### src/flr_defs.svh
`ifndef FLR_DEFS_SVH
`define FLR_DEFS_SVH

`define FLR_CLK_NS      10
`define FLR_HOLD0_NS    4000
`define FLR_HOLD1_NS    71000
`define FLR_HOLD2_NS    833000
`define FLR_HOLD3_NS    8000000
`define FLR_TEST_HZ     1000

`define FLR_CTRL_OFS    4'h0
`define FLR_STAT_OFS    4'h4

`define FLR_CTRL_SPLIT  0
`define FLR_CTRL_REPEAT 1
`define FLR_CTRL_INVERT 2
`define FLR_CTRL_HOLD   3
`define FLR_CTRL_TEST   5
`define FLR_CTRL_RST    6'h00

`endif

### src/flr_pkg.sv
package flr_pkg;

  typedef enum logic [1:0] {
    FLR_IDLE     = 2'h0,
    FLR_OPT_SRC  = 2'h1,
    FLR_ELEC_SRC = 2'h2
  } flr_dir_e;

  typedef struct packed {
    logic       test_mode;
    logic [1:0] hold_sel;
    logic       invert;
    logic       retransmit_on_setting;
    logic       split_pair_setting;
  } flr_cfg_s;

  typedef struct packed {
    logic [1:0] dir;
    logic       wire_drive;
    logic       tx_wire_led;
    logic       tx_fiber_led;
    logic       rx_optical_led;
    logic       rx_electrical_led;
  } flr_stat_s;

endpackage

### src/flr_repeater.sv
// Implementation choices: the Avalon-MM register port and the address map.
`timescale 1ns/10ps
`include "flr_defs.svh"

module flr_repeater #(
  parameter int HOLD1_CYC     = (`FLR_HOLD1_NS + `FLR_CLK_NS - 1) /
                                `FLR_CLK_NS,
  parameter int HOLD2_CYC     = (`FLR_HOLD2_NS + `FLR_CLK_NS - 1) /
                                `FLR_CLK_NS,
  parameter int HOLD3_CYC     = (`FLR_HOLD3_NS + `FLR_CLK_NS - 1) /
                                `FLR_CLK_NS,
  parameter int TEST_HALF_CYC = 1000000000 /
                                (2 * `FLR_TEST_HZ * `FLR_CLK_NS)
)(
  input  wire logic        clk_i,
  input  wire logic        reset_i,
  input  wire logic [3:0]  avs_address_i,
  input  wire logic        avs_read_i,
  input  wire logic        avs_write_i,
  input  wire logic [31:0] avs_writedata_i,
  input  wire logic [3:0]  avs_byteenable_i,
  output logic      [31:0] avs_readdata_o,
  output logic             avs_waitrequest_o,
  input  wire logic        elec_rx_i,
  output logic             elec_tx_o,
  output logic             elec_tx_oe_o,
  input  wire logic        opt_rx_i,
  output logic             opt_tx_o,
  input  wire logic        repeat_en_i,
  input  wire logic        optical_en_i,
  output logic             rx_electrical_led_o,
  output logic             rx_optical_led_o,
  output logic             tx_fiber_led_o,
  output logic             tx_wire_led_o
);

  // Wire-side data: '1' is the active level, '0' the biased idle level.
  // Light on the fibre stands for '1', so an idle link leaves it dark.
  // No clock line exists on either side; any clock must ride in the data.

  localparam int CW        = 24;
  localparam int HOLD0_CYC = (`FLR_HOLD0_NS + `FLR_CLK_NS - 1) /
                             `FLR_CLK_NS;

  generate
    if (HOLD1_CYC < 1 || HOLD2_CYC < 1 || HOLD3_CYC < 1 ||
        HOLD3_CYC >= (1 << CW))
    begin : g_bad_hold
      $error("Holdover counts out of range");
    end
    if (HOLD0_CYC < 1 || HOLD0_CYC >= (1 << CW))
    begin : g_bad_hold0
      $error("Default holdover count out of range");
    end
    if (TEST_HALF_CYC < 1 || TEST_HALF_CYC >= (1 << CW))
    begin : g_bad_test
      $error("Test half period out of range");
    end
  endgenerate

  // Config and bus
  flr_pkg::flr_cfg_s  cfg_q;
  flr_pkg::flr_cfg_s  cfg_d;
  logic               wait_q;
  logic               wait_d;
  logic [31:0]        rdata_q;
  logic [31:0]        rdata_d;

  // Direction and counters
  flr_pkg::flr_dir_e  dir_q;
  flr_pkg::flr_dir_e  dir_d;
  logic [CW-1:0]      drv_cnt_q;
  logic [CW-1:0]      drv_cnt_d;
  logic [CW-1:0]      dir_cnt_q;
  logic [CW-1:0]      dir_cnt_d;
  logic [CW-1:0]      sq_cnt_q;
  logic [CW-1:0]      sq_cnt_d;
  logic               sq_q;
  logic               sq_d;

  // Pin outputs
  logic               elec_tx_q;
  logic               elec_tx_d;
  logic               elec_oe_q;
  logic               elec_oe_d;
  logic               opt_tx_q;
  logic               opt_tx_d;
  logic               led_re_q;
  logic               led_re_d;
  logic               led_ro_q;
  logic               led_ro_d;
  logic               led_to_q;
  logic               led_to_d;
  logic               led_te_q;
  logic               led_te_d;

  logic               e_in;
  logic               o_in;
  logic               opt2elec;
  logic               elec2opt;
  logic               od;
  logic               rep_on;
  flr_pkg::flr_stat_s stat;

  function automatic logic [CW-1:0] hold_cycles(input logic [1:0] sel);
    case (sel)
      2'h0:    hold_cycles = CW'(HOLD0_CYC);
      2'h1:    hold_cycles = CW'(HOLD1_CYC);
      2'h2:    hold_cycles = CW'(HOLD2_CYC);
      default: hold_cycles = CW'(HOLD3_CYC);
    endcase
  endfunction

  // Address decode, shared by the read and the write path
  function automatic logic is_ctrl(input logic [3:0] addr);
    is_ctrl = (addr == `FLR_CTRL_OFS);
  endfunction

  function automatic logic is_stat(input logic [3:0] addr);
    is_stat = (addr == `FLR_STAT_OFS);
  endfunction

  // ---------------- Register bus ----------------
  // Every access waits exactly one cycle, so the answer is fixed and
  // the slave needs no pipelining.
  always_comb
  begin
    wait_d  = ~((avs_read_i | avs_write_i) & wait_q);
    rdata_d = rdata_q;
    cfg_d   = cfg_q;
    if (avs_read_i && wait_q)
    begin
      // Unmapped reads answer zero, so probing never stalls the bus
      if (is_ctrl(avs_address_i))
      begin
        rdata_d = 32'(cfg_q);
      end
      else if (is_stat(avs_address_i))
      begin
        rdata_d = 32'(stat);
      end
      else
      begin
        rdata_d = 32'h0;
      end
    end
    if (avs_write_i && !wait_q && avs_byteenable_i[0] &&
        is_ctrl(avs_address_i))
    begin
      // Field by field, so the layout follows the position macros
      cfg_d.split_pair_setting    = avs_writedata_i[`FLR_CTRL_SPLIT];
      cfg_d.retransmit_on_setting = avs_writedata_i[`FLR_CTRL_REPEAT];
      cfg_d.invert                = avs_writedata_i[`FLR_CTRL_INVERT];
      cfg_d.hold_sel              = avs_writedata_i[`FLR_CTRL_HOLD +: 2];
      cfg_d.test_mode             = avs_writedata_i[`FLR_CTRL_TEST];
    end
  end

  always_ff @(posedge clk_i)
  begin
    if (reset_i)
    begin
      wait_q  <= 1'b1;
      rdata_q <= 32'h0;
      cfg_q   <= flr_pkg::flr_cfg_s'(`FLR_CTRL_RST);
    end
    else
    begin
      wait_q  <= wait_d;
      rdata_q <= rdata_d;
      cfg_q   <= cfg_d;
    end
  end

  // Live snapshot; nothing in it clears on read
  always_comb
  begin
    stat.dir               = dir_q;
    stat.wire_drive        = elec_oe_q;
    stat.tx_wire_led       = led_te_q;
    stat.tx_fiber_led      = led_to_q;
    stat.rx_optical_led    = led_ro_q;
    stat.rx_electrical_led = led_re_q;
  end

  // ---------------- Routing ----------------
  always_comb
  begin
    e_in   = elec_rx_i ^ cfg_q.invert;
    o_in   = opt_rx_i;
    rep_on = cfg_q.retransmit_on_setting & repeat_en_i;
  end

  // Direction is tracked on the shared pair; on the split pair it drops to idle, from FLR_ELEC_SRC once the wire input falls.
  always_comb
  begin
    dir_d     = dir_q;
    dir_cnt_d = (dir_cnt_q != '0) ? dir_cnt_q - CW'(1) : dir_cnt_q;
    case (dir_q)
      flr_pkg::FLR_IDLE:
      begin
        // Fibre wins a tie; the wire will retry once the link is idle
        if (!cfg_q.split_pair_setting && o_in)
          dir_d = flr_pkg::FLR_OPT_SRC;
        else if (!cfg_q.split_pair_setting && e_in)
        begin
          dir_d     = flr_pkg::FLR_ELEC_SRC;
          dir_cnt_d = hold_cycles(cfg_q.hold_sel);
        end
      end
      flr_pkg::FLR_OPT_SRC:
      begin
        // Wire is ours until the driver lets go, so its echo is ignored
        if (cfg_q.split_pair_setting ||
            (!o_in && drv_cnt_q == '0 && !elec_oe_q))
          dir_d = flr_pkg::FLR_IDLE;
      end
      flr_pkg::FLR_ELEC_SRC:
      begin
        if (e_in)
          dir_cnt_d = hold_cycles(cfg_q.hold_sel);
        else if (cfg_q.split_pair_setting || dir_cnt_q == '0)
          dir_d = flr_pkg::FLR_IDLE;
      end
      default:
        dir_d = flr_pkg::FLR_IDLE;
    endcase
  end

  always_comb
  begin
    opt2elec = cfg_q.split_pair_setting ||
               dir_d == flr_pkg::FLR_OPT_SRC;
    elec2opt = cfg_q.split_pair_setting ||
               dir_d == flr_pkg::FLR_ELEC_SRC;
    od       = o_in & opt2elec;
  end

  // ---------------- Wire driver ----------------
  always_comb
  begin
    drv_cnt_d = '0;
    elec_oe_d = 1'b0;
    elec_tx_d = cfg_q.invert;
    if (cfg_q.test_mode && cfg_q.split_pair_setting)
    begin
      elec_oe_d = 1'b1;
      elec_tx_d = elec_rx_i;
    end
    else if (od)
    begin
      // Ones are driven for as long as they last
      elec_oe_d = 1'b1;
      elec_tx_d = 1'b1 ^ cfg_q.invert;
      drv_cnt_d = hold_cycles(cfg_q.hold_sel);
    end
    else if (drv_cnt_q != '0 && opt2elec)
    begin
      // Too long a holdover will collide with the next sender on a bus
      elec_oe_d = 1'b1;
      elec_tx_d = 1'b0 ^ cfg_q.invert;
      drv_cnt_d = drv_cnt_q - CW'(1);
    end
  end

  // ---------------- Optical transmitter ----------------
  always_comb
  begin
    sq_cnt_d = '0;
    sq_d     = 1'b0;
    if (cfg_q.test_mode)
    begin
      if (sq_cnt_q == CW'(TEST_HALF_CYC - 1))
      begin
        sq_d = ~sq_q;
      end
      else
      begin
        sq_cnt_d = sq_cnt_q + CW'(1);
        sq_d     = sq_q;
      end
    end
    if (!optical_en_i)
      opt_tx_d = 1'b0;
    else if (cfg_q.test_mode)
      opt_tx_d = sq_d;
    else
      opt_tx_d = (e_in & elec2opt) |
                 (od & rep_on);
  end

  // ---------------- Indicators ----------------
  // Lights follow the registered paths, so they never lead the data
  always_comb
  begin
    led_re_d = od & ~(cfg_q.test_mode & cfg_q.split_pair_setting);
    led_ro_d = o_in;
    led_to_d = opt_tx_d;
    led_te_d = e_in & elec2opt & ~cfg_q.test_mode;
  end

  always_ff @(posedge clk_i)
  begin
    if (reset_i)
    begin
      dir_q     <= flr_pkg::FLR_IDLE;
      dir_cnt_q <= '0;
      drv_cnt_q <= '0;
      sq_cnt_q  <= '0;
      sq_q      <= 1'b0;
      elec_tx_q <= 1'b0;
      elec_oe_q <= 1'b0;
      opt_tx_q  <= 1'b0;
      led_re_q  <= 1'b0;
      led_ro_q  <= 1'b0;
      led_to_q  <= 1'b0;
      led_te_q  <= 1'b0;
    end
    else
    begin
      dir_q     <= dir_d;
      dir_cnt_q <= dir_cnt_d;
      drv_cnt_q <= drv_cnt_d;
      sq_cnt_q  <= sq_cnt_d;
      sq_q      <= sq_d;
      elec_tx_q <= elec_tx_d;
      elec_oe_q <= elec_oe_d;
      opt_tx_q  <= opt_tx_d;
      led_re_q  <= led_re_d;
      led_ro_q  <= led_ro_d;
      led_to_q  <= led_to_d;
      led_te_q  <= led_te_d;
    end
  end

  assign avs_readdata_o      = rdata_q;
  assign avs_waitrequest_o   = wait_q;
  assign elec_tx_o           = elec_tx_q;
  assign elec_tx_oe_o        = elec_oe_q;
  assign opt_tx_o            = opt_tx_q;
  assign rx_electrical_led_o = led_re_q;
  assign rx_optical_led_o    = led_ro_q;
  assign tx_fiber_led_o      = led_to_q;
  assign tx_wire_led_o       = led_te_q;

endmodule

### config.mk
export PLATFORM = sky130hd
export DESIGN_NAME = flr_repeater
export DESIGN_NICKNAME = d
export VERILOG_FILES = /design/src/flr_pkg.sv /design/src/flr_repeater.sv
export VERILOG_INCLUDE_DIRS = /design/src
export SDC_FILE = /design/constraint.sdc
export NUM_CORES = 1
export LEC_CHECK = 0
export ABC_AREA = 1
export CAP_MARGIN = 25
export CORE_AREA = 2 2 136 138
export DETAILED_ROUTE_END_ITERATION = 16
export DIE_AREA = 0 0 138 140
export DONT_BUFFER_PORTS = 1
export PLACE_DENSITY_LB_ADDON = 0.12
export SYNTH_ARGS = -nofsm -noshare
export SYNTH_HDL_FRONTEND = slang
export SYNTH_SLANG_ARGS = --single-unit
### constraint.sdc
create_clock -name clk_i -period 1.8 [get_ports clk_i]
set_input_delay 0.36 -clock clk_i [delete_from_list [all_inputs] [get_ports clk_i]]
set_output_delay 0.36 -clock clk_i [all_outputs]
set_load 0.005 [all_outputs]
==> impl_metrics.json <==
{
  "synthAdderAreaFrac_pct": 2.24,
  "cts_made_buffers": 9,
  "vias": 5171,
  "die_w_um": 138,
  "drtIter0Drc": 302,
  "r2r_start": "dir_cnt_q[9]$_SDFF_PP0_",
  "cp-end-kind": "flop",
  "yosysWarningCount": 0,
  "timing.final.crit_share_pct": 91.7,
  "hold_ws_ps": 66.3,
  "grt.overflow.total": 0,
  "setup_violations": 0,
  "clock-sinks": 95,
  "htreeDepth": 3,
  "grt_pass1_vias": 4986,
  "p_per_area_mw_per_mm2": 1420,
  "diodes": 0,
  "r2r_slack_ps": 150,
  "multiInputGateArea_mm2": 0.00315,
  "synth-simple-area-share_pct": 33.9,
  "synth_cells": 818,
  "fin_skew_ps": 11.5,
  "crit_arrival_ps": 1890,
  "firstDrtPassIters": 5,
  "synthFlopType": "dfxtp_1",
  "r2r_cells": 8,
  "path_clk_slew_ps": 70,
  "fillers": 1960,
  "die_h_um": 140,
  "clockBufferDepth": 2,
  "drcViolationCount": 0,
  "synth_top_area_share_pct": 34.0,
  "ir_drop_mv": 0.767,
  "syn-mean-instance-area_um2": 6.84,
  "crit_type": "flop to flop",
  "worstHoldStart": "reset_i",
  "yosys.area.top_type": "dfxtp_1",
  "layout.nets": 916,
  "ys_seq_area_share_pct": 34.0,
  "routed_wl_mm": 15.3,
  "viasPerCell": 4.74,
  "grt_usage_pct": 16.0,
  "place_ws_ps": 39.8,
  "wl_per_cell_um": 14.0,
  "rr_endpoint": "dir_cnt_q[0]$_SDFF_PP0_",
  "antenna_found_initial": 0,
  "routabilityCongestion": 0.820,
  "synth_top_family_by_area": "simple AND/OR/NAND/NOR gates",
  "hold_depth": 1,
  "timing.fmax_mhz": 606,
  "cp-startpoint": "dir_cnt_q[9]$_SDFF_PP0_",
  "maxSlewViolCount": 0,
  "status": "complete, no violations",
  "io_buffers": 0,
  "hold_viol": 0,
  "syn_area_mm2": 0.00559,
  "cap_violations": 0,
  "fin_area_mm2": 0.00641,
  "hold_buffers": 0,
  "initial_core_util_pct": 31.5,
  "muxShareOfSynthArea_pct": 0,
  "tightestPinTransition_ps": 515,
  "core_mm2": 0.0178,
  "rsz0062_at_grt": "false",
  "placed_area_mm2": 0.00603,
  "leakage_nw": 2.74,
  "dpl.hpwl_mm": 12.0,
  "cts-root-buf": "clkbuf_16",
  "synth_xor_area_share_pct": 5.15,
  "fin_ws_ps": 149,
  "synth_most_common_cell": "nand2_1",
  "grt_pass1_wl_mm": 25.1,
  "syn2layout_area_growth_pct": 14.5,
  "min_path_type": "input pin to flop",
  "min_to": "dir_q[1]$_SDFF_PP0_",
  "critical_path_required_ps": 2040,
  "synth_common_cells": "150 x nand2_1, 119 x nor2_1, 96 x inv_1, 95 x dfxtp_1, 62 x a21oi_1",
  "ant_nets": 0,
  "pin_count": 88,
  "min_period_ps": 1650,
  "critical_path.max_fanout": 12,
  "tns_ps": 0,
  "synth-seq-cells": 95,
  "synthArstFlopShare_pct": 0,
  "drive_above_1_share_pct": 13.9,
  "synth-edff-count": 0,
  "synth.area.top_cells": "dfxtp_1 34%, nand2_1 10%, nor2_1 8.0%",
  "synth_compound_area_share_pct": 12.7,
  "rows": 49,
  "clk_latency_ps": 360,
  "grt_max_degree": 28,
  "design.die.area_mm2": 0.0193,
  "slew_headroom_pct": 65.4,
  "seq_area_mm2": 0.00190,
  "startpoint_type": "flop",
  "synth_cell_type_count": 48,
  "cts_tree": "done"
}
## worst max-delay path by stage
stage | end | slack [ps]
after floorplan | dir_cnt_q[14]$_SDFF_PP0_ | 260
after global placement | dir_cnt_q[4]$_SDFF_PP0_ | 50
after detailed placement | sq_cnt_q[3]$_SDFF_PP0_ | 40
after CTS | sq_cnt_q[3]$_SDFF_PP0_ | 20
after global routing | dir_cnt_q[19]$_SDFF_PP0_ | 5
final | dir_cnt_q[0]$_SDFF_PP0_ | 150
## layer usage
metal	GRT usage [%]	vias to the layer above	wire [µm]
met2	27.1	96	7220
met5	0	-	0
met4	6.44	0	335
met1	20.5	2376	7330
li1	-	2677	-
met3	2.50	22	432
## state kept, by name, indices dropped and copies added (netlist names), 2 cells and up
name	count
sq_cnt_q	24
dir_q	2
dir_cnt_q	24
avs_readdata_o	7
drv_cnt_q	24
cfg_q	6
## layout by cell type (no fill, tap or decap), drive strengths merged, types with 6 or more instances in the layout
| cell type | instances |
|---|---|
| ha | 10 |
| xor2 | 24 |
| nand4 | 22 |
| nor2 | 132 |
| nor3 | 24 |
| or2 | 10 |
| clkbuf | 10 |
| conb | 25 |
| a21oi | 65 |
| o22ai | 6 |
| nand2 | 156 |
| xnor2 | 8 |
| dfxtp | 95 |
| o21ai | 33 |
| inv | 105 |
| nand3 | 57 |
| buf | 44 |
## kinds of logic (layout without fill, tap and decap cells)
logic type,after synthesis,count (layout)
fa+ha+maj,10,10
simple gates,416,416
buf+inv,143,163
xor+xnor,32,32
flops,95,95
compound gates,121,121
other cells,1,25
## critical path, cell delays in order (launching register included)
cell and delay [ps]:
dfxtp_1 350, nor2_1 140, nand2_1 120, nor2_2 210, nand3_4 180, buf_4 180
buf_4 140, xor2_1 140, nor2_1 60
## cell type report
class / count / share of cell area, %
Timing Repair Buffer: 44 / 5.61
Clock buffer: 10 / 3.57
Tap cell: 229 / 4.47
Sequential cell: 95 / 29.7
Inverter: 104 / 6.13
Clock inverter: 5 / 1.27
Multi-Input combinational cell: 604 / 49.2
## what timing repair did
action / CTS / global route
setup endpoints to repair: 0 / 42
gates resized for setup: 0 / 16
hold endpoints to repair: 0 / 0
buffers inserted: 0 / 3
## power by group
| group | internal (mW) | switching [mW] | leakage (nW) | total (mW) |
|---|---|---|---|---|
| clock | 1.21 | 0.895 | 0.149 | 2.11 |
| combinational | 1.68 | 2.57 | 1.82 | 4.25 |
| sequential | 2.41 | 0.297 | 0.774 | 2.71 |
| total | 5.31 | 3.77 | 2.74 | 9.07 |
## stage by stage
step / instances / utilization, % / power (mW)
detailed placement: 1073 / 33.9 / 6.88
CTS: 1088 / 35.6 / 9.00
floorplan: 842 / - / 5.69
global placement: 1073 / 33.9 / 6.85
global route: 1091 / 36.0 / 9.81
finish: 1091 / 36.0 / 9.07
No activity file was read; power rests on OpenSTA's default activity.
